## config.mk

```make
export PLATFORM = sky130hd
export DESIGN_NAME = t2crc_timer
export DESIGN_NICKNAME = d
export VERILOG_FILES = /design/src/t2crc_pkg.sv /design/src/t2crc_pin_sync.sv /design/src/t2crc_timer.sv
export SDC_FILE = /design/constraint.sdc
export NUM_CORES = 1
export LEC_CHECK = 0
export BUFFER_PORTS_ARGS = -buffer_cell sky130_fd_sc_hd__buf_4
export CAP_MARGIN = 25
export CORE_MARGIN = 4
export CORE_UTILIZATION = 45
export DETAILED_ROUTE_END_ITERATION = 10
export GPL_TIMING_DRIVEN = 1
export PLACE_DENSITY = 0.67
export SETUP_SLACK_MARGIN = 0.3
export SLEW_MARGIN = 40
export SYNTH_ARGS = -nofsm -noshare
export SYNTH_HDL_FRONTEND = slang
export SYNTH_SLANG_ARGS = --single-unit
```

## constraint.sdc

```tcl
create_clock -name clk_i -period 2.87 [get_ports clk_i]
set_input_delay 0.287 -clock clk_i [delete_from_list [all_inputs] [get_ports clk_i]]
set_output_delay 0.287 -clock clk_i [all_outputs]
set_load 0.01 [all_outputs]
```

## src/t2crc_pkg.sv

```systemverilog
// shared constants for the timer 2 capture/reload counter
package t2crc_pkg;
  // register indices; byte address on the bus is four times the index
  localparam logic [7:0] T2CRC_IDX_CONTROL  = 8'hC8;
  localparam logic [7:0] T2CRC_IDX_MODE     = 8'hC9;
  localparam logic [7:0] T2CRC_IDX_CAP_LOW  = 8'hCA;
  localparam logic [7:0] T2CRC_IDX_CAP_HIGH = 8'hCB;
  localparam logic [7:0] T2CRC_IDX_CNT_LOW  = 8'hCC;
  localparam logic [7:0] T2CRC_IDX_CNT_HIGH = 8'hCD;
  localparam logic [7:0] T2CRC_IDX_CLK_CTRL = 8'hCE;

  // control register bit positions
  localparam int T2CRC_B_OVF   = 7;
  localparam int T2CRC_B_EXT   = 6;
  localparam int T2CRC_B_RXSEL = 5;
  localparam int T2CRC_B_TXSEL = 4;
  localparam int T2CRC_B_EXEN  = 3;
  localparam int T2CRC_B_RUN   = 2;
  localparam int T2CRC_B_CTSEL = 1;
  localparam int T2CRC_B_CPRL  = 0;

  // mode register bit positions; bits 7..2 reserved, read zero
  localparam int T2CRC_B_CLKOE = 1;
  localparam int T2CRC_B_DOWN_COUNT_ENABLE  = 0;

  // prescale select position in the clock control register
  localparam int T2CRC_B_PRESC = 5;

  // values after reset
  localparam logic [7:0]  T2CRC_RST_CONTROL = 8'h00;
  localparam logic [1:0]  T2CRC_RST_MODE    = 2'h0;
  localparam logic [15:0] T2CRC_RST_CAPTURE = 16'h0000;
  localparam logic [15:0] T2CRC_RST_COUNT   = 16'h0000;
  localparam logic [15:0] T2CRC_ALL_ONES    = 16'hFFFF;

  // timer tick dividers in core clock cycles
  localparam logic [3:0] T2CRC_DIV_SLOW = 4'hC;
  localparam logic [3:0] T2CRC_DIV_FAST = 4'h4;
endpackage : t2crc_pkg

```

## src/t2crc_pin_sync.sv

```systemverilog
// three-stage synchroniser with falling-edge pulse for the trigger pin
`timescale 1ns/1ns
module t2crc_pin_sync (
  input  wire logic clk_i,   // core clock
  input  wire logic rst_i,   // synchronous reset, high
  input  wire logic ce_i,    // clock enable
  input  wire logic pin_i,   // asynchronous pin
  output logic      level_o, // filtered level
  output logic      fall_o   // one-cycle pulse on a falling edge
);
  logic s1_q;
  logic s2_q;
  logic s3_q;

  // the first stage feeds only the second, to keep metastability contained
  always_ff @(posedge clk_i) begin
    if (rst_i) begin
      s1_q    <= 1'b1;
      s2_q    <= 1'b1;
      s3_q    <= 1'b1;
      level_o <= 1'b1;
      fall_o  <= 1'b0;
    end else if (ce_i) begin
      s1_q   <= pin_i;
      s2_q   <= s1_q;
      s3_q   <= s2_q;
      fall_o <= 1'b0;
      if (s2_q == s3_q) begin // change accepted once two stages agree
        level_o <= s3_q;
        fall_o  <= level_o & ~s3_q;
      end
    end
  end
endmodule : t2crc_pin_sync

```

## src/t2crc_timer.sv

```systemverilog
// timer 2: 16-bit counter with capture, auto-reload and baud time base
//
// How it works
// - overflow or down-count match sets overflow flag outside baud mode
// - trigger falling edge with enable and no down-count sets external flag outside baud mode
// - receive select picks this overflow as receive tick, else timer one
// - transmit select picks this overflow as transmit tick, else timer one
// - outside baud mode, trigger enable lets pin edges capture or reload
// - run bit off stops counting; an enabled pin-edge reload still loads both count bytes
// - counter select zero counts prescaled ticks, one counts pin edges
// - reload select zero reloads from capture pair on overflow or pin edge
// - capture select one with enable copies the count on each pin edge
// - any baud select forces auto-reload and ignores the capture select
// - clock-out enable bit turns the toggling clock output on or off
// - down-count enable lets the pin level pick direction in auto-reload outside baud mode
// - capture low byte takes count low byte, supplies low reload byte
// - capture high byte takes count high byte, supplies high reload byte
`timescale 1ns/1ns
module t2crc_timer
  import t2crc_pkg::*;
(
  input  wire logic        clk_i,        // core clock, 100 MHz
  input  wire logic        rst_i,        // synchronous reset, high
  input  wire logic        ce_i,         // clock enable, freezes all
  input  wire logic        wb_cyc_i,     // wishbone cycle
  input  wire logic        wb_stb_i,     // wishbone strobe
  input  wire logic        wb_we_i,      // wishbone write
  input  wire logic [11:0] wb_adr_i,     // wishbone byte address
  input  wire logic [3:0]  wb_sel_i,     // wishbone byte selects
  input  wire logic [31:0] wb_dat_i,     // wishbone write data
  output logic      [31:0] wb_dat_o,     // wishbone read data
  output logic             wb_ack_o,     // wishbone acknowledge
  input  wire logic        trigger_pin_i, // external trigger pin
  input  wire logic        timer1_ovf_i, // other timer overflow pulse
  output logic             rx_tick_o,    // serial receive time base
  output logic             tx_tick_o,    // serial transmit time base
  output logic             clk_out_o,    // clock-out level
  output logic             clk_out_oe_o, // clock-out drive enable
  output logic             ovf_flag_o,   // overflow flag level
  output logic             ext_flag_o    // external event flag level
);
  logic [7:0]  ctrl_q;
  logic [1:0]  mode_q;
  logic        presc_q;
  logic [15:0] cap_q;
  logic [15:0] cnt_q;
  logic [3:0]  pre_q;
  logic        ack_q;
  logic [7:0]  rdat_q;
  logic        trig_lvl;
  logic        trig_fall;

  // trigger pin enters through three flip-flops
  t2crc_pin_sync u_sync (
    .clk_i   (clk_i),
    .rst_i   (rst_i),
    .ce_i    (ce_i),
    .pin_i   (trigger_pin_i),
    .level_o (trig_lvl),
    .fall_o  (trig_fall)
  );

  // decoded control fields
  logic rx_sel;
  logic tx_sel;
  logic baud;
  logic exen;
  logic run;
  logic cts;
  logic cprl;
  logic down_count_enable;
  logic autoreload;
  logic down_mode;
  assign rx_sel     = ctrl_q[T2CRC_B_RXSEL];
  assign tx_sel     = ctrl_q[T2CRC_B_TXSEL];
  assign baud       = rx_sel | tx_sel;
  assign exen       = ctrl_q[T2CRC_B_EXEN];
  assign run        = ctrl_q[T2CRC_B_RUN];
  assign cts        = ctrl_q[T2CRC_B_CTSEL];
  assign cprl       = ctrl_q[T2CRC_B_CPRL];
  assign down_count_enable       = mode_q[T2CRC_B_DOWN_COUNT_ENABLE];
  assign autoreload = baud | ~cprl;
  assign down_mode  = down_count_enable & autoreload & ~baud;

  // bus decode: one register per aligned word, data in byte lane 0
  logic [7:0] idx;
  logic       req;
  logic       wr;
  assign idx = wb_adr_i[9:2];
  assign req = wb_cyc_i & wb_stb_i;
  // a write lands only on the edge where ack is seen by the master
  assign wr  = req & wb_we_i & ack_q & wb_sel_i[0];

  function automatic logic hit(input logic [7:0] a, input logic [7:0] r);
    hit = (a == r) & (wb_adr_i[11:10] == 2'h0);
  endfunction : hit

  logic wr_ctrl;
  logic wr_cap_l;
  logic wr_cap_h;
  logic wr_cnt_l;
  logic wr_cnt_h;
  logic wr_cnt;
  logic wr_cap;
  assign wr_ctrl  = wr & hit(idx, T2CRC_IDX_CONTROL);
  assign wr_cap_l = wr & hit(idx, T2CRC_IDX_CAP_LOW);
  assign wr_cap_h = wr & hit(idx, T2CRC_IDX_CAP_HIGH);
  assign wr_cnt_l = wr & hit(idx, T2CRC_IDX_CNT_LOW);
  assign wr_cnt_h = wr & hit(idx, T2CRC_IDX_CNT_HIGH);
  assign wr_cnt   = wr_cnt_l | wr_cnt_h;
  assign wr_cap   = wr_cap_l | wr_cap_h;

  // prescaler: slow or fast tick picked by the clock control bit
  logic [3:0] div;
  logic       pre_tick;
  assign div      = presc_q ? T2CRC_DIV_FAST : T2CRC_DIV_SLOW;
  assign pre_tick = (pre_q == div - 4'h1);

  always_ff @(posedge clk_i) begin
    if (rst_i) begin
      pre_q <= 4'h0;
    end else if (ce_i) begin
      pre_q <= pre_tick ? 4'h0 : pre_q + 4'h1;
    end
  end

  // counting events and their consequences
  logic count_en;
  logic up;
  logic ovf_up;
  logic down_hit;
  logic ovf;
  logic ext_evt;
  logic do_reload;
  logic do_capture;
  // source is prescaled clock or pin edges; run bit gates both
  assign count_en   = run & (cts ? trig_fall : pre_tick);
  assign up         = ~down_mode | trig_lvl;
  assign ovf_up     = count_en & up & (cnt_q == T2CRC_ALL_ONES);
  assign down_hit   = count_en & ~up & (cnt_q == cap_q);
  assign ovf        = ovf_up | down_hit;
  // in down-count mode the pin is the direction, not a trigger
  assign ext_evt    = trig_fall & exen & ~baud;
  assign do_reload  = (autoreload & ovf_up) |
                      (ext_evt & ~cprl & ~down_mode);
  assign do_capture = ext_evt & cprl & ~baud;

  // counter: software write wins over counting in the same cycle
  always_ff @(posedge clk_i) begin
    if (rst_i) begin
      cnt_q <= T2CRC_RST_COUNT;
    end else if (ce_i) begin
      if (wr_cnt) begin
        if (wr_cnt_l) cnt_q[7:0]  <= wb_dat_i[7:0];
        if (wr_cnt_h) cnt_q[15:8] <= wb_dat_i[7:0];
      end else if (do_reload) begin
        cnt_q <= cap_q;
      end else if (down_hit) begin
        cnt_q <= T2CRC_ALL_ONES;
      end else if (count_en) begin
        cnt_q <= up ? cnt_q + 16'h0001 : cnt_q - 16'h0001;
      end
    end
  end

  // capture pair: doubles as the reload value
  always_ff @(posedge clk_i) begin
    if (rst_i) begin
      cap_q <= T2CRC_RST_CAPTURE;
    end else if (ce_i) begin
      if (wr_cap_l) cap_q[7:0]  <= wb_dat_i[7:0];
      else if (do_capture) cap_q[7:0] <= cnt_q[7:0];
      if (wr_cap_h) cap_q[15:8] <= wb_dat_i[7:0];
      else if (do_capture) cap_q[15:8] <= cnt_q[15:8];
    end
  end

  // control register: hardware flag set beats a software clear
  logic set_ovf;
  logic set_ext;
  assign set_ovf = ovf & ~baud;
  assign set_ext = ext_evt & ~down_count_enable;

  always_ff @(posedge clk_i) begin
    if (rst_i) begin
      ctrl_q <= T2CRC_RST_CONTROL;
    end else if (ce_i) begin
      if (wr_ctrl) ctrl_q <= wb_dat_i[7:0];
      if (set_ovf) ctrl_q[T2CRC_B_OVF] <= 1'b1;
      if (set_ext) ctrl_q[T2CRC_B_EXT] <= 1'b1;
    end
  end

  // mode and clock control registers, written only by software
  always_ff @(posedge clk_i) begin
    if (rst_i) begin
      mode_q  <= T2CRC_RST_MODE;
      presc_q <= 1'b0;
    end else if (ce_i) begin
      if (wr & hit(idx, T2CRC_IDX_MODE)) mode_q <= wb_dat_i[1:0];
      if (wr & hit(idx, T2CRC_IDX_CLK_CTRL)) begin
        presc_q <= wb_dat_i[T2CRC_B_PRESC];
      end
    end
  end

  // serial time bases registered so the ticks leave from flip-flops
  always_ff @(posedge clk_i) begin
    if (rst_i) begin
      rx_tick_o <= 1'b0;
      tx_tick_o <= 1'b0;
    end else if (ce_i) begin
      rx_tick_o <= rx_sel ? ovf : timer1_ovf_i;
      tx_tick_o <= tx_sel ? ovf : timer1_ovf_i;
    end
  end

  // clock-out toggles on each overflow while enabled
  always_ff @(posedge clk_i) begin
    if (rst_i) begin
      clk_out_o <= 1'b0;
    end else if (ce_i) begin
      if (!mode_q[T2CRC_B_CLKOE]) clk_out_o <= 1'b0;
      else if (ovf) clk_out_o <= ~clk_out_o;
    end
  end

  assign clk_out_oe_o = mode_q[T2CRC_B_CLKOE];
  assign ovf_flag_o   = ctrl_q[T2CRC_B_OVF];
  assign ext_flag_o   = ctrl_q[T2CRC_B_EXT];

  // read mux; unmapped indices read zero
  logic [7:0] rd_mux;
  always_comb begin
    rd_mux = 8'h00;
    if (hit(idx, T2CRC_IDX_CONTROL))  rd_mux = ctrl_q;
    if (hit(idx, T2CRC_IDX_MODE))     rd_mux = {6'h00, mode_q};
    if (hit(idx, T2CRC_IDX_CAP_LOW))  rd_mux = cap_q[7:0];
    if (hit(idx, T2CRC_IDX_CAP_HIGH)) rd_mux = cap_q[15:8];
    if (hit(idx, T2CRC_IDX_CNT_LOW))  rd_mux = cnt_q[7:0];
    if (hit(idx, T2CRC_IDX_CNT_HIGH)) rd_mux = cnt_q[15:8];
    if (hit(idx, T2CRC_IDX_CLK_CTRL)) rd_mux = {2'h0, presc_q, 5'h00};
  end

  // ack one cycle after the request, dropped the cycle after
  always_ff @(posedge clk_i) begin
    if (rst_i) begin
      ack_q  <= 1'b0;
      rdat_q <= 8'h00;
    end else if (ce_i) begin
      ack_q <= req & ~ack_q;
      if (req & ~ack_q) rdat_q <= rd_mux;
    end
  end

  assign wb_ack_o = ack_q;
  assign wb_dat_o = {24'h000000, rdat_q};

  // overflow flag follows its cause by one cycle
  ovf_flag_set_a : assert property (
    @(posedge clk_i) disable iff (rst_i)
    ce_i && ovf && !baud |=> ovf_flag_o)
    else $error("overflow did not set the overflow flag");

  // external flag follows a qualified pin edge
  ext_flag_set_a : assert property (
    @(posedge clk_i) disable iff (rst_i)
    ce_i && ext_evt && !down_count_enable |=> ext_flag_o)
    else $error("pin edge did not set the external flag");

  // receive tick comes from this timer when selected
  rx_base_a : assert property (
    @(posedge clk_i) disable iff (rst_i)
    ce_i && rx_sel && ovf |=> rx_tick_o)
    else $error("receive tick missed this timer overflow");

  // transmit tick follows the other timer when not selected
  tx_base_a : assert property (
    @(posedge clk_i) disable iff (rst_i)
    ce_i && !tx_sel |=> tx_tick_o == $past(timer1_ovf_i))
    else $error("transmit tick not from the other timer");

  // without trigger enable the capture pair only changes by software
  no_trigger_a : assert property (
    @(posedge clk_i) disable iff (rst_i)
    ce_i && !exen && !wr_cap |=> $stable(cap_q))
    else $error("capture pair changed with trigger disabled");

  // stopped counter holds both bytes unless written or reloaded
  stop_hold_a : assert property (
    @(posedge clk_i) disable iff (rst_i)
    ce_i && !run && !wr_cnt && !do_reload |=> $stable(cnt_q))
    else $error("stopped counter moved");

  // in counter mode nothing counts without a pin edge
  edge_count_a : assert property (
    @(posedge clk_i) disable iff (rst_i)
    ce_i && cts && !trig_fall && !wr_cnt |=> $stable(cnt_q))
    else $error("counter mode moved without a pin edge");

  // capture copies the count into the pair
  capture_a : assert property (
    @(posedge clk_i) disable iff (rst_i)
    ce_i && do_capture && !wr_cap |=> cap_q == $past(cnt_q))
    else $error("capture did not copy the count");

  // up overflow reloads, and flags outside baud mode
  reload_a : assert property (
    @(posedge clk_i) disable iff (rst_i)
    ce_i && ovf_up && autoreload && !wr_cnt && !wr_cap
    |=> cnt_q == $past(cap_q) && (ovf_flag_o || baud))
    else $error("overflow did not reload from capture pair");

  // clock-out toggles on overflow while enabled
  clk_toggle_a : assert property (
    @(posedge clk_i) disable iff (rst_i)
    ce_i && clk_out_oe_o && ovf |=> clk_out_o != $past(clk_out_o))
    else $error("clock-out did not toggle on overflow");

  // low pin level counts down in down-count mode
  down_dir_a : assert property (
    @(posedge clk_i) disable iff (rst_i)
    ce_i && count_en && !up && !down_hit && !wr_cnt && !do_reload
    |=> cnt_q == $past(cnt_q) - 16'h0001)
    else $error("down-count step wrong");

  // a qualified pin edge in reload mode loads the capture pair
  pin_reload_a : assert property (
    @(posedge clk_i) disable iff (rst_i)
    ce_i && ext_evt && !cprl && !down_mode && !wr_cnt
    |=> cnt_q == $past(cap_q))
    else $error("pin edge did not reload the counter");

  // baud mode reloads on overflow even with capture selected
  baud_reload_a : assert property (
    @(posedge clk_i) disable iff (rst_i)
    ce_i && baud && ovf_up && !wr_cnt |=> cnt_q == $past(cap_q))
    else $error("baud overflow did not reload");

  // down-count match wraps to all ones and raises the flag
  down_match_a : assert property (
    @(posedge clk_i) disable iff (rst_i)
    ce_i && down_hit && !wr_cnt
    |=> cnt_q == T2CRC_ALL_ONES && ovf_flag_o)
    else $error("down-count match did not wrap and flag");

  // external flag moves only by software while the enable is off
  ext_flag_hold_a : assert property (
    @(posedge clk_i) disable iff (rst_i)
    ce_i && !exen && !wr_ctrl |=> $stable(ext_flag_o))
    else $error("external flag moved with trigger disabled");
endmodule : t2crc_timer

```

==> results of run 1 <==
[kinds of logic (layout without fill, tap and decap cells)]
kind of cell | count (synthesis) | after routing | share of synthesized area, %
flops | 64 | 64 | 27.2
mux | 40 | 40 | 8.71
simple gates | 212 | 212 | 25.0
buf+inv | 82 | 106 | 9.51
compound gates | 153 | 153 | 23.2
other cells | 1 | 24 | 0.0796
xor+xnor | 31 | 31 | 5.77
fa+ha+maj | 2 | 2 | 0.531
[layer usage]
metal / GRT usage [%] / wire length [µm] / vias to the layer above
met5: 0 / 0 / -
met4: 10.2 / 454 / 0
met3: 3.79 / 1480 / 39
met2: 40.7 / 7180 / 288
met1: 35.4 / 6470 / 2290
li1: - / - / 2220
[worst min-delay path by stage]
stage                       start     endpoint  cells after the start
global placement        rdat_q[2]    rdat_q[2]                      2
floorplan           trigger_pin_i  u_sync.s1_q                      2
global route        trigger_pin_i  u_sync.s1_q                      3
detailed placement      rdat_q[1]    rdat_q[1]                      2
finish              trigger_pin_i  u_sync.s1_q                      3
CTS                 trigger_pin_i  u_sync.s1_q                      3
[cells in the mapped netlist (all sizes together) (3+ instances only)]
cell type	n
dfxtp	64
nor2	59
buf	47
nand2	41
a21oi	39
mux2i	32
clkbuf	24
a211oi	21
o21ai	21
xor2	21
nor3	20
nand3	19
nor4	17
a31oi	12
o221ai	12
inv	11
nand4	10
o211ai	10
xnor2	10
mux2	8
or4	7
and3	6
nand2b	6
a22oi	5
or2	5
o21a	4
a311oi	3
a32oi	3
nand4bb	3
o31ai	3
or3	3
[through the flow]
stage,cell area [µm²],hold slack [ps]
global placement,5120,440
global route,5390,183
detailed placement,5120,448
finish,5390,178
CTS,5350,175
floorplan,4800,415
[timing repair]
action | CTS | global route
setup endpoints to repair | 5 | 7
pin swaps | 3 | 8
hold buffers | 0 | 0
gates resized for setup | 5 | 6
buffers inserted | 4 | 1
[critical path, stage by stage (launching register included)]
cell and delay, ps:
dfxtp_2 330, or4b_4 570, or2_4 270, xnor2_2 140
ha_2 230, buf_4 110, buf_4 110, o211ai_1 150
buf_4 180, nor3_1 160, a21oi_1 80, xor2_1 160
a31oi_1 90
[power by group]
group | total, mW | switching (mW) | leakage [nW] | internal [mW]
clock network | 0.775 | 0.375 | 0.0856 | 0.400
logic | 0.153 | 0.0992 | 1.42 | 0.0539
registers | 0.905 | 0.00744 | 0.518 | 0.897
total | 1.83 | 0.482 | 2.02 | 1.35
[state kept, by name, summed over array words and instances, names as in the netlist]
| name | cells |
|---|---|
| pre_q | 4 |
| cnt_q | 16 |
| rdat_q | 8 |
| tx_tick_o | 1 |
| cap_q | 16 |
| u_sync.fall_o | 1 |
| wb_ack_o | 1 |
| u_sync.level_o | 1 |
| ctrl_q | 8 |
| rx_tick_o | 1 |
| u_sync.s3_q | 1 |
| mode_q | 2 |
| u_sync.s1_q | 1 |
| clk_out_o | 1 |
| u_sync.s2_q | 1 |
| presc_q | 1 |
[area by class of cell]
| type | instances | area (µm²) |
|---|---|---|
| multi-input combinational | 462 | 3120 |
| timing repair buffer | 79 | 593 |
| inverter | 11 | 41.3 |
| clock buffer | 11 | 131 |
| sequential | 64 | 1280 |
| tap | 136 | 170 |
| clock inverter | 5 | 57.6 |
| fill | 971 | 4880 |
==> summary.md, run 1 <==
| Metric | Value |
|---|---|
| Status | finished clean |
| Die width | ~110 µm |
| Crit Path Category | flip-flop to flip-flop |
| Total CTS buffers | 9 |
| Crit path launch | ctrl_q[0] |
| Vias | 4837 |
| CP Launch Type | flip-flop |
| Synth area leader | dfxtp_1 |
| Syn Inst Count | 585 |
| Async S/R FF share, synth | 0% |
| Worst Path Required | between 3000 and 4000 ps |
| FMAX | ~370 MHz |
| Peak supply drop | between 0.00015 and 0.0002 V |
| Final core utilization | between 50 and 60% |
| WL final | between 15 and 20 mm |
| Post-synth top area share | a little over a quarter |
| Share of cells above drive strength 1 | a little over a fifth |
| HPWL after DPL | between 10 and 15 mm |
| Final Power | 1.83 mW |
| Clock transition at path regs | roughly 80 ps |
| Die height | ~110 µm |
| Max-cap violations | 0 |
| Final Skew | 8.58 ps |
| R2r endpoint | cnt_q[10] |
| Total GRT Usage | around a quarter |
| Core area | about 10000 µm² |
| Yosys cell types | 79 |
| Initial DRT Pass Iterations | 5 |
| Initial drt markers | 578 |
| Vias in the first global route | roughly 4400 |
| CP endpoint | cnt_q[10] |
| Vias per cell | between 6 and 7 |
| Leakage power | between 2 and 2.5 nW |
| DIE AREA | roughly 12000 µm² |
| Root Driver | clkbuf_8 |
| Mapped cell area | approximately 4700 µm² |
| Commonest non-fill, non-tap cell in the layout | buf_4 |
| Worst Hold Class | input pin to flip-flop |
| Endpoints failing setup | 0 |
| Commonest non-fill, non-tap cells in the layout | buf_4 (79), dfxtp_1 (63), nor2_1 (57) |
| Grt ovf | 0 |
| Hold Vio Cnt, Final | 0 |
| Sink Count | 64 |
| Drt drc | 0 |
| Non-Filler Instances | between 700 and 800 |
| Mapped Avg Cell Area | roughly 8.1 µm² |
| Max-slew violations | 0 |
| Starting density of the core | about 46% |
| Least-Margin Pin Slew | 648 ps |
| Port buffer count | between 40 and 50 |
| Setup TNS | 0 ps |
| Area contributors post-synth | dfxtp_1 (27%), mux2i_1 (6.8%), nor2_1 (4.5%), buf_4 (4.5%), a21oi_1 (4.1%) |
| Initial antenna violation count | 0 |
| RSZ-0062 raised after global routing | true |
| YS warnings | 0 |
| Rel. slew slack | 56.7% |
| Post-synth EDFFs | 0 |
| Antenna viol nets, final | 0 |
| Ys flop type | dfxtp_1 |
| Num ports | 95 |
| Final worst path period need | ~2700 ps |
| Worst Path Arrival | 2940 ps |
| Clock buffer depth | 2 |
| Placer Congestion | between 0.9 and 1 |
| Pwr dens | between 300 and 400 nW/µm² |
| Post-DR wirelength/cell | just over 20 µm |
| Reg2reg start | ctrl_q[0] |
| Worst skew pair latency | about 350 ps |
| Pre-CTS WS | 175 ps |
| R2R cell count | 12 |
| # rows | 37 |
| Largest net degree at the start of global routing | 46 |
| Seq cells post-synth | between 60 and 70 |
| Area grow syn2layout | 14.5% |
| Maximum level of the CTS H-tree | 3 |
| Seq/Total Area, Yosys | between 20% and 30% |
| Nets@finish | 685 |
| Antenna diodes | 0 |
| Worst R2R Setup Slack | roughly 140 ps |
| Crit. End Element | flip-flop |
| CTS tree | built |
| Placed cells | around 750 |
| Global-route wire length before repair | 23.7 mm |
| Final setup margin | ~140 ps |
| CP max FO | 3 |
| Ratio of final minimum period to clock period | 95.0% |
No activity file was read; power rests on OpenSTA's default activity.
==> run 2, diff against run 1 <==
--- a/config.mk
+++ b/config.mk
@@ -11,7 +11,7 @@
 export CORE_UTILIZATION = 45
 export DETAILED_ROUTE_END_ITERATION = 10
 export GPL_TIMING_DRIVEN = 1
-export PLACE_DENSITY = 0.67
+export PLACE_DENSITY = 0.75
 export SETUP_SLACK_MARGIN = 0.3
 export SLEW_MARGIN = 40
 export SYNTH_ARGS = -nofsm -noshare
==> summary.md, run 2 (synthesis gave the netlist of run 1 again) <==
| Metric | Value |
|---|---|
| RSZ-0062 raised after global routing | true |
| CP Launch Type | flip-flop |
| Worst Path Arrival | 2840 ps (-100 ps) |
| HPWL after DPL | 11.3 mm (+1.2%) |
| Endpoints failing setup | 0 (unchanged) |
| Global-route wire length before repair | 24.3 mm (+2.6%) |
| Commonest non-fill, non-tap cells in the layout | buf_4 (74), dfxtp_1 (63), nor2_1 (57) |
| CP delay by family, top | simple AND/OR/NAND/NOR gates |
| Grt ovf | 0 (unchanged) |
| Vias per cell | 6.47 (+2.7%) |
| CTS tree | built |
| Buffers & Inverters on Critical Path | 0 (-3) |
| Crit Path Category | flip-flop to flip-flop |
| Post-DR wirelength/cell | 20.7 µm (+1.8%) |
| Crit. End Element | flip-flop |
| Nets@finish | 680 (-0.73%) |
| DIE AREA | 12200 µm² (unchanged) |
| Slowest-stage cell, CP | or4b_4 |
| Maximum level of the CTS H-tree | 3 (unchanged) |
| Rel. slew slack | 51.8% (-4.9 points) |
| Largest net degree at the start of global routing | 46 (unchanged) |
| CP max stage delay | 550 ps (-20 ps) |
| Vias in the first global route | 4623 (+5.9%) |
| Die height | 110 µm (unchanged) |
| Clock buffer depth | 2 (unchanged) |
| Max-slew violations | 0 (unchanged) |
| Initial DRT Pass Iterations | 5 (unchanged) |
| WL final | 15.8 mm (+1.1%) |
| # rows | 37 (unchanged) |
| CP endpoint | cnt_q[12] |
| Vias | 4933 (+2.0%) |
| FMAX | 382 MHz (+4.1%) |
| Initial drt markers | 492 (-15%) |
| Num ports | 95 (unchanged) |
| Share of cells above drive strength 1 | 22.2% (+0.18 points) |
| Antenna viol nets, final | 0 (unchanged) |
| Reg2reg start | ctrl_q[0] |
| Total CTS buffers | 9 (unchanged) |
| Biggest registers after layout | cap_q: 16 flops, cnt_q: 16 flops |
| Port buffer count | 41 (unchanged) |
| Drt drc | 0 (unchanged) |
| Setup TNS | 0 ps (unchanged) |
| Max-cap violations | 0 (unchanged) |
| Worst skew pair latency | 360 ps (about the same) |
| Die width | 110 µm (unchanged) |
| Root Driver | clkbuf_8 |
| Hold_sp | trigger_pin_i |
| Leakage power | 2.02 nW (about the same) |
| Area grow syn2layout | 14.8% |
| Least-Margin Pin Slew | 719 ps (+70.3 ps) |
| Peak supply drop | 0.000233 V (+22%) |
| Placer Congestion | 0.986 (+3.8%) |
| Commonest non-fill, non-tap cell in the layout | buf_4 |
| Worst Hold Class | input pin to flip-flop |
| Sink Count | 64 (unchanged) |
| Status | finished clean |
| Hold Vio Cnt, Final | 0 (unchanged) |
| Ratio of final minimum period to clock period | 91.2% (-3.7 points) |
| CP max FO | 5 (+2) |
| Clock transition at path regs | 80 ps (about the same) |
| Core area | 10300 µm² (unchanged) |
| Pwr dens | 350 nW/µm² (+2.9%) |
| Worst Path Required | 3100 ps (+20 ps) |
| Antenna diodes | 0 (unchanged) |
| Final worst path period need | 2620 ps (-107 ps) |
| Starting density of the core | 45.8% (unchanged) |
| Critical path depth in cells | 9 (-3) |
| Worst R2R Setup Slack | 250 ps (+110 ps) |
| R2R cell count | 9 (-3) |
| Crit path launch | ctrl_q[0] |
| Total GRT Usage | 26.1% (+0.28 points) |
| R2r endpoint | cnt_q[12] |
| Crit-path cells | or4b_4 -> or2_4 -> xnor2_2 -> ha_4 -> nor4_4 -> and3_4 -> o21ai_4 -> a211oi_2 -> o2bb2ai_1 |
| Final setup margin | 251 ps (+107 ps) |
| Pre-CTS WS | 180 ps (+4.90 ps) |
| Initial antenna violation count | 0 (unchanged) |
| Final Skew | 17.8 ps (+9.23 ps) |
| Hold buffers post-CTS | 0 (unchanged) |
-- run 2: worst min-delay path by stage --
stage / to / slack (ps) / depth (start not counted)
2_1_floorplan: u_sync.s1_q / 420 / 2
3_3_place_gp: rdat_q[4] / 440 / 2
3_5_place_dp: rdat_q[4] / 450 / 2
4_1_cts: u_sync.s1_q / 180 / 3
5_1_grt: u_sync.s1_q / 190 / 3
6_report: u_sync.s1_q / 180 / 3
-- run 2: layout make-up --
cell class | count | area, µm²
Fill cell | 973 | 4870
Timing Repair Buffer | 74 | 556
Tap cell | 136 | 170
Clock buffer | 10 | 138
Inverter | 11 | 41.3
Sequential cell | 64 | 1280
Clock inverter | 6 | 67.6
Multi-Input combinational cell | 462 | 3150
-- run 2: per-layer routing --
metal,vias up,global-route usage [%],routed length [µm]
met4,0,10.6,542
met1,2296,35.0,6200
met3,68,3.49,1830
met5,-,0,0
li1,2212,-,-
met2,357,42.2,7190
-- run 2: power breakdown --
part	total [mW]	internal (mW)	switching [mW]	leakage, nW
clock network	0.830	0.428	0.402	0.0989
logic	0.157	0.0541	0.103	1.40
registers	0.905	0.897	0.00747	0.518
total	1.89	1.38	0.513	2.02
-- run 2: what timing repair did --
| item | in CTS | in global routing |
|---|---|---|
| pin swaps | 0 | 6 |
| endpoints found under the setup margin | 4 | 8 |
| setup buffers | 1 | 2 |
| resized for setup | 5 | 10 |
-- run 2: tightest hold or removal path, delay by kind of cell --
family	cells	cell delay, ps
buf+inv	1	90
simple gates	1	60
mux	1	60
-- run 2: metrics by stage --
stage / cells / hold slack [ps] / cell area (µm²) / utilization, % / total power, mW
6_report: 763 / 178 / 5410 / 52.6 / 1.89
5_1_grt: 763 / 191 / 5410 / 52.6 / 1.95
4_1_cts: 761 / 180 / 5340 / 51.9 / 1.88
3_5_place_dp: 744 / 449 / 5090 / 49.6 / 1.08
3_3_place_gp: 744 / 441 / 5090 / 49.6 / 1.07
2_1_floorplan: 608 / 415 / 4800 / - / 1.03
==> run 3, diff against run 2 <==
--- a/config.mk
+++ b/config.mk
@@ -8,10 +8,10 @@
 export BUFFER_PORTS_ARGS = -buffer_cell sky130_fd_sc_hd__buf_4
 export CAP_MARGIN = 25
 export CORE_MARGIN = 4
-export CORE_UTILIZATION = 45
+export CORE_UTILIZATION = 51
 export DETAILED_ROUTE_END_ITERATION = 10
 export GPL_TIMING_DRIVEN = 1
-export PLACE_DENSITY = 0.75
+export PLACE_DENSITY = 0.83
 export SETUP_SLACK_MARGIN = 0.3
 export SLEW_MARGIN = 40
 export SYNTH_ARGS = -nofsm -noshare
==> summary.md, run 3 (synthesis gave the netlist of run 1 again) <==
| Metric | Value |
|---|---|
| Status | finished clean |
| Global-route wire length before repair | 24.6 mm (+0.96%) |
| Worst R2R Setup Slack | 180 ps (-70 ps) |
| Pre-CTS WS | 162 ps (-17.5 ps) |
| Final worst path period need | 2690 ps (+68.5 ps) |
| Port buffer count | 41 (unchanged) |
| Worst skew pair latency | 360 ps (about the same) |
| Vias in the first global route | 4707 (+1.8%) |
| Crit. End Element | flip-flop |
| Maximum level of the CTS H-tree | 3 (unchanged) |
| Setup TNS | 0 ps (unchanged) |
| Placer Congestion | 0.987 (+0.19%) |
| Biggest registers after layout | cap_q: 16 flops, cnt_q: 16 flops |
| Drt drc | 0 (unchanged) |
| CP endpoint | cnt_q[12] |
| R2R cell count | 10 (+1) |
| HPWL after DPL | 11.1 mm (-2.1%) |
| R2r endpoint | cnt_q[12] |
| Crit Path Category | flip-flop to flip-flop |
| # rows | 34 (-8.1%) |
| Die width | 104 µm (-5.6%) |
| Final core utilization | 61.7% (+9.1 points) |
| Leakage power | 2.07 nW (+2.7%) |
| Root Driver | clkbuf_8 |
| Least-Margin Pin Slew | 622 ps (-96.5 ps) |
| CP Launch Type | flip-flop |
| Total GRT Usage | 27.9% (+1.9 points) |
| Crit-path cells | or4b_4 -> or2_4 -> xnor2_4 -> ha_4 -> buf_4 -> nor4_4 -> and3_1 -> o21ai_1 -> a211oi_2 -> o2bb2ai_1 |
| Post-route cell area | 5460 µm² (+0.93%) |
| Clock buffer depth | 2 (unchanged) |
| Num ports | 95 (unchanged) |
| RSZ-0062 raised after global routing | true |
| WL final | 15.5 mm (-1.7%) |
| Core area | 8850 µm² (-14%) |
| Placed Area | 5080 µm² (-0.25%) |
| CTS tree | built |
| Worst Hold Class | input pin to flip-flop |
| Share of cells above drive strength 1 | 23.2% (+1.1 points) |
| Ratio of final minimum period to clock period | 93.6% (+2.4 points) |
| Max-slew violations | 0 (unchanged) |
| Nets@finish | 686 (+0.88%) |
| Commonest non-fill, non-tap cell in the layout | buf_4 |
| Hold buffers post-CTS | 0 (unchanged) |
| Placed cells | 719 (-3.4%) |
| Grt ovf | 0 (unchanged) |
| Final setup margin | 183 ps (-68.5 ps) |
| Critical path depth in cells | 10 (+1) |
| Initial drt markers | 656 (+33%) |
| Crit path launch | ctrl_q[0] |
| FMAX | 372 MHz (-2.5%) |
| Final Skew | 12.5 ps (-5.29 ps) |
| Vias | 4976 (+0.87%) |
| Post-DR wirelength/cell | 20.9 µm (+1.2%) |
| Initial DRT Pass Iterations | 6 (+1) |
| Max-cap violations | 0 (unchanged) |
| CP max FO | 5 (unchanged) |
| Antenna diodes | 0 (unchanged) |
| CP delay by family, top | simple AND/OR/NAND/NOR gates |
| Reg2reg start | ctrl_q[0] |
| Clock transition at path regs | 80 ps (about the same) |
| Slowest-stage cell, CP | or4b_4 |
| Antenna viol nets, final | 0 (unchanged) |
| Sink Count | 64 (unchanged) |
| Buffers & Inverters on Critical Path | 1 (+1) |
| Die height | 104 µm (-5.6%) |
| Starting density of the core | 53.2% (+7.4 points) |
| Rel. slew slack | 58.0% (+6.2 points) |
| Endpoints failing setup | 0 (unchanged) |
| Initial antenna violation count | 0 (unchanged) |
| Commonest non-fill, non-tap cells in the layout | buf_4 (80), dfxtp_1 (63), nor2_1 (57) |
| Non-Filler Instances | 741 (-2.9%) |
| Hold Vio Cnt, Final | 0 (unchanged) |
| Pwr dens | 361 nW/µm² (+3.2%) |
| Vias per cell | 6.72 (+3.9%) |
| CP max stage delay | 560 ps (about the same) |
| Peak supply drop | 0.000212 V (-9.0%) |
| WHS Path Cells | 3 (unchanged) |
| DIE AREA | 10800 µm² (-11%) |
| Worst Path Arrival | 2930 ps (+90 ps) |
| Total CTS buffers | 9 (unchanged) |
| Largest net degree at the start of global routing | 46 (unchanged) |
| Worst Path Required | 3110 ps (about the same) |
| Area grow syn2layout | 15.9% |
run 3: worst min path at each step:
stage	from	slack, ps	end
after CTS	trigger_pin_i	150	u_sync.s1_q
after floorplan	trigger_pin_i	420	u_sync.s1_q
final	trigger_pin_i	150	u_sync.s1_q
after global placement	rdat_q[3]	440	rdat_q[3]
after detailed placement	rdat_q[2]	450	rdat_q[2]
after global routing	trigger_pin_i	170	u_sync.s1_q
run 3: metal layers:
metal / track usage, % / share of wire [%] / routed length (µm)
met5: 0 / 0 / 0
met4: 12.6 / 4.4 / 684
met3: 6.58 / 11 / 1720
met1: 35.2 / 39 / 6020
met2: 45.2 / 46 / 7060
run 3: cell type report:
type	count	area, µm²
Inverter	11	41.3
Clock inverter	7	104
Multi-Input combinational cell	462	3170
Timing Repair Buffer	80	601
Sequential cell	64	1280
Fill cell	778	3390
Tap cell	108	135
Clock buffer	9	124
run 3: stage by stage:
step,hold WS [ps],power (mW)
2_1_floorplan,415,1.03
3_3_place_gp,441,1.07
3_5_place_dp,452,1.07
4_1_cts,155,1.97
5_1_grt,169,2.04
6_report,155,1.97
run 3: worst register-to-register path, delay by kind of cell (launching register included):
kind | cells | cell delay [ps]
AO/OA/AOI/OAI | 3 | 430
XOR/XNOR | 1 | 130
adder cells (fa/ha/maj) | 1 | 190
buffers and inverters | 1 | 140
flip-flops | 1 | 330
AND/OR/NAND/NOR | 4 | 1360
run 3: timing repair:
item,CTS,global route
setup endpoints to repair,4,17
resized for setup,5,14
buffers inserted,2,4
cloned,0,0
pin swaps,0,7
run 3: report_power, final:
| group | total (mW) | internal, mW | switching [mW] |
|---|---|---|---|
| clock | 0.912 | 0.500 | 0.412 |
| sequential | 0.905 | 0.897 | 0.00740 |
| combinational | 0.154 | 0.0541 | 0.0997 |
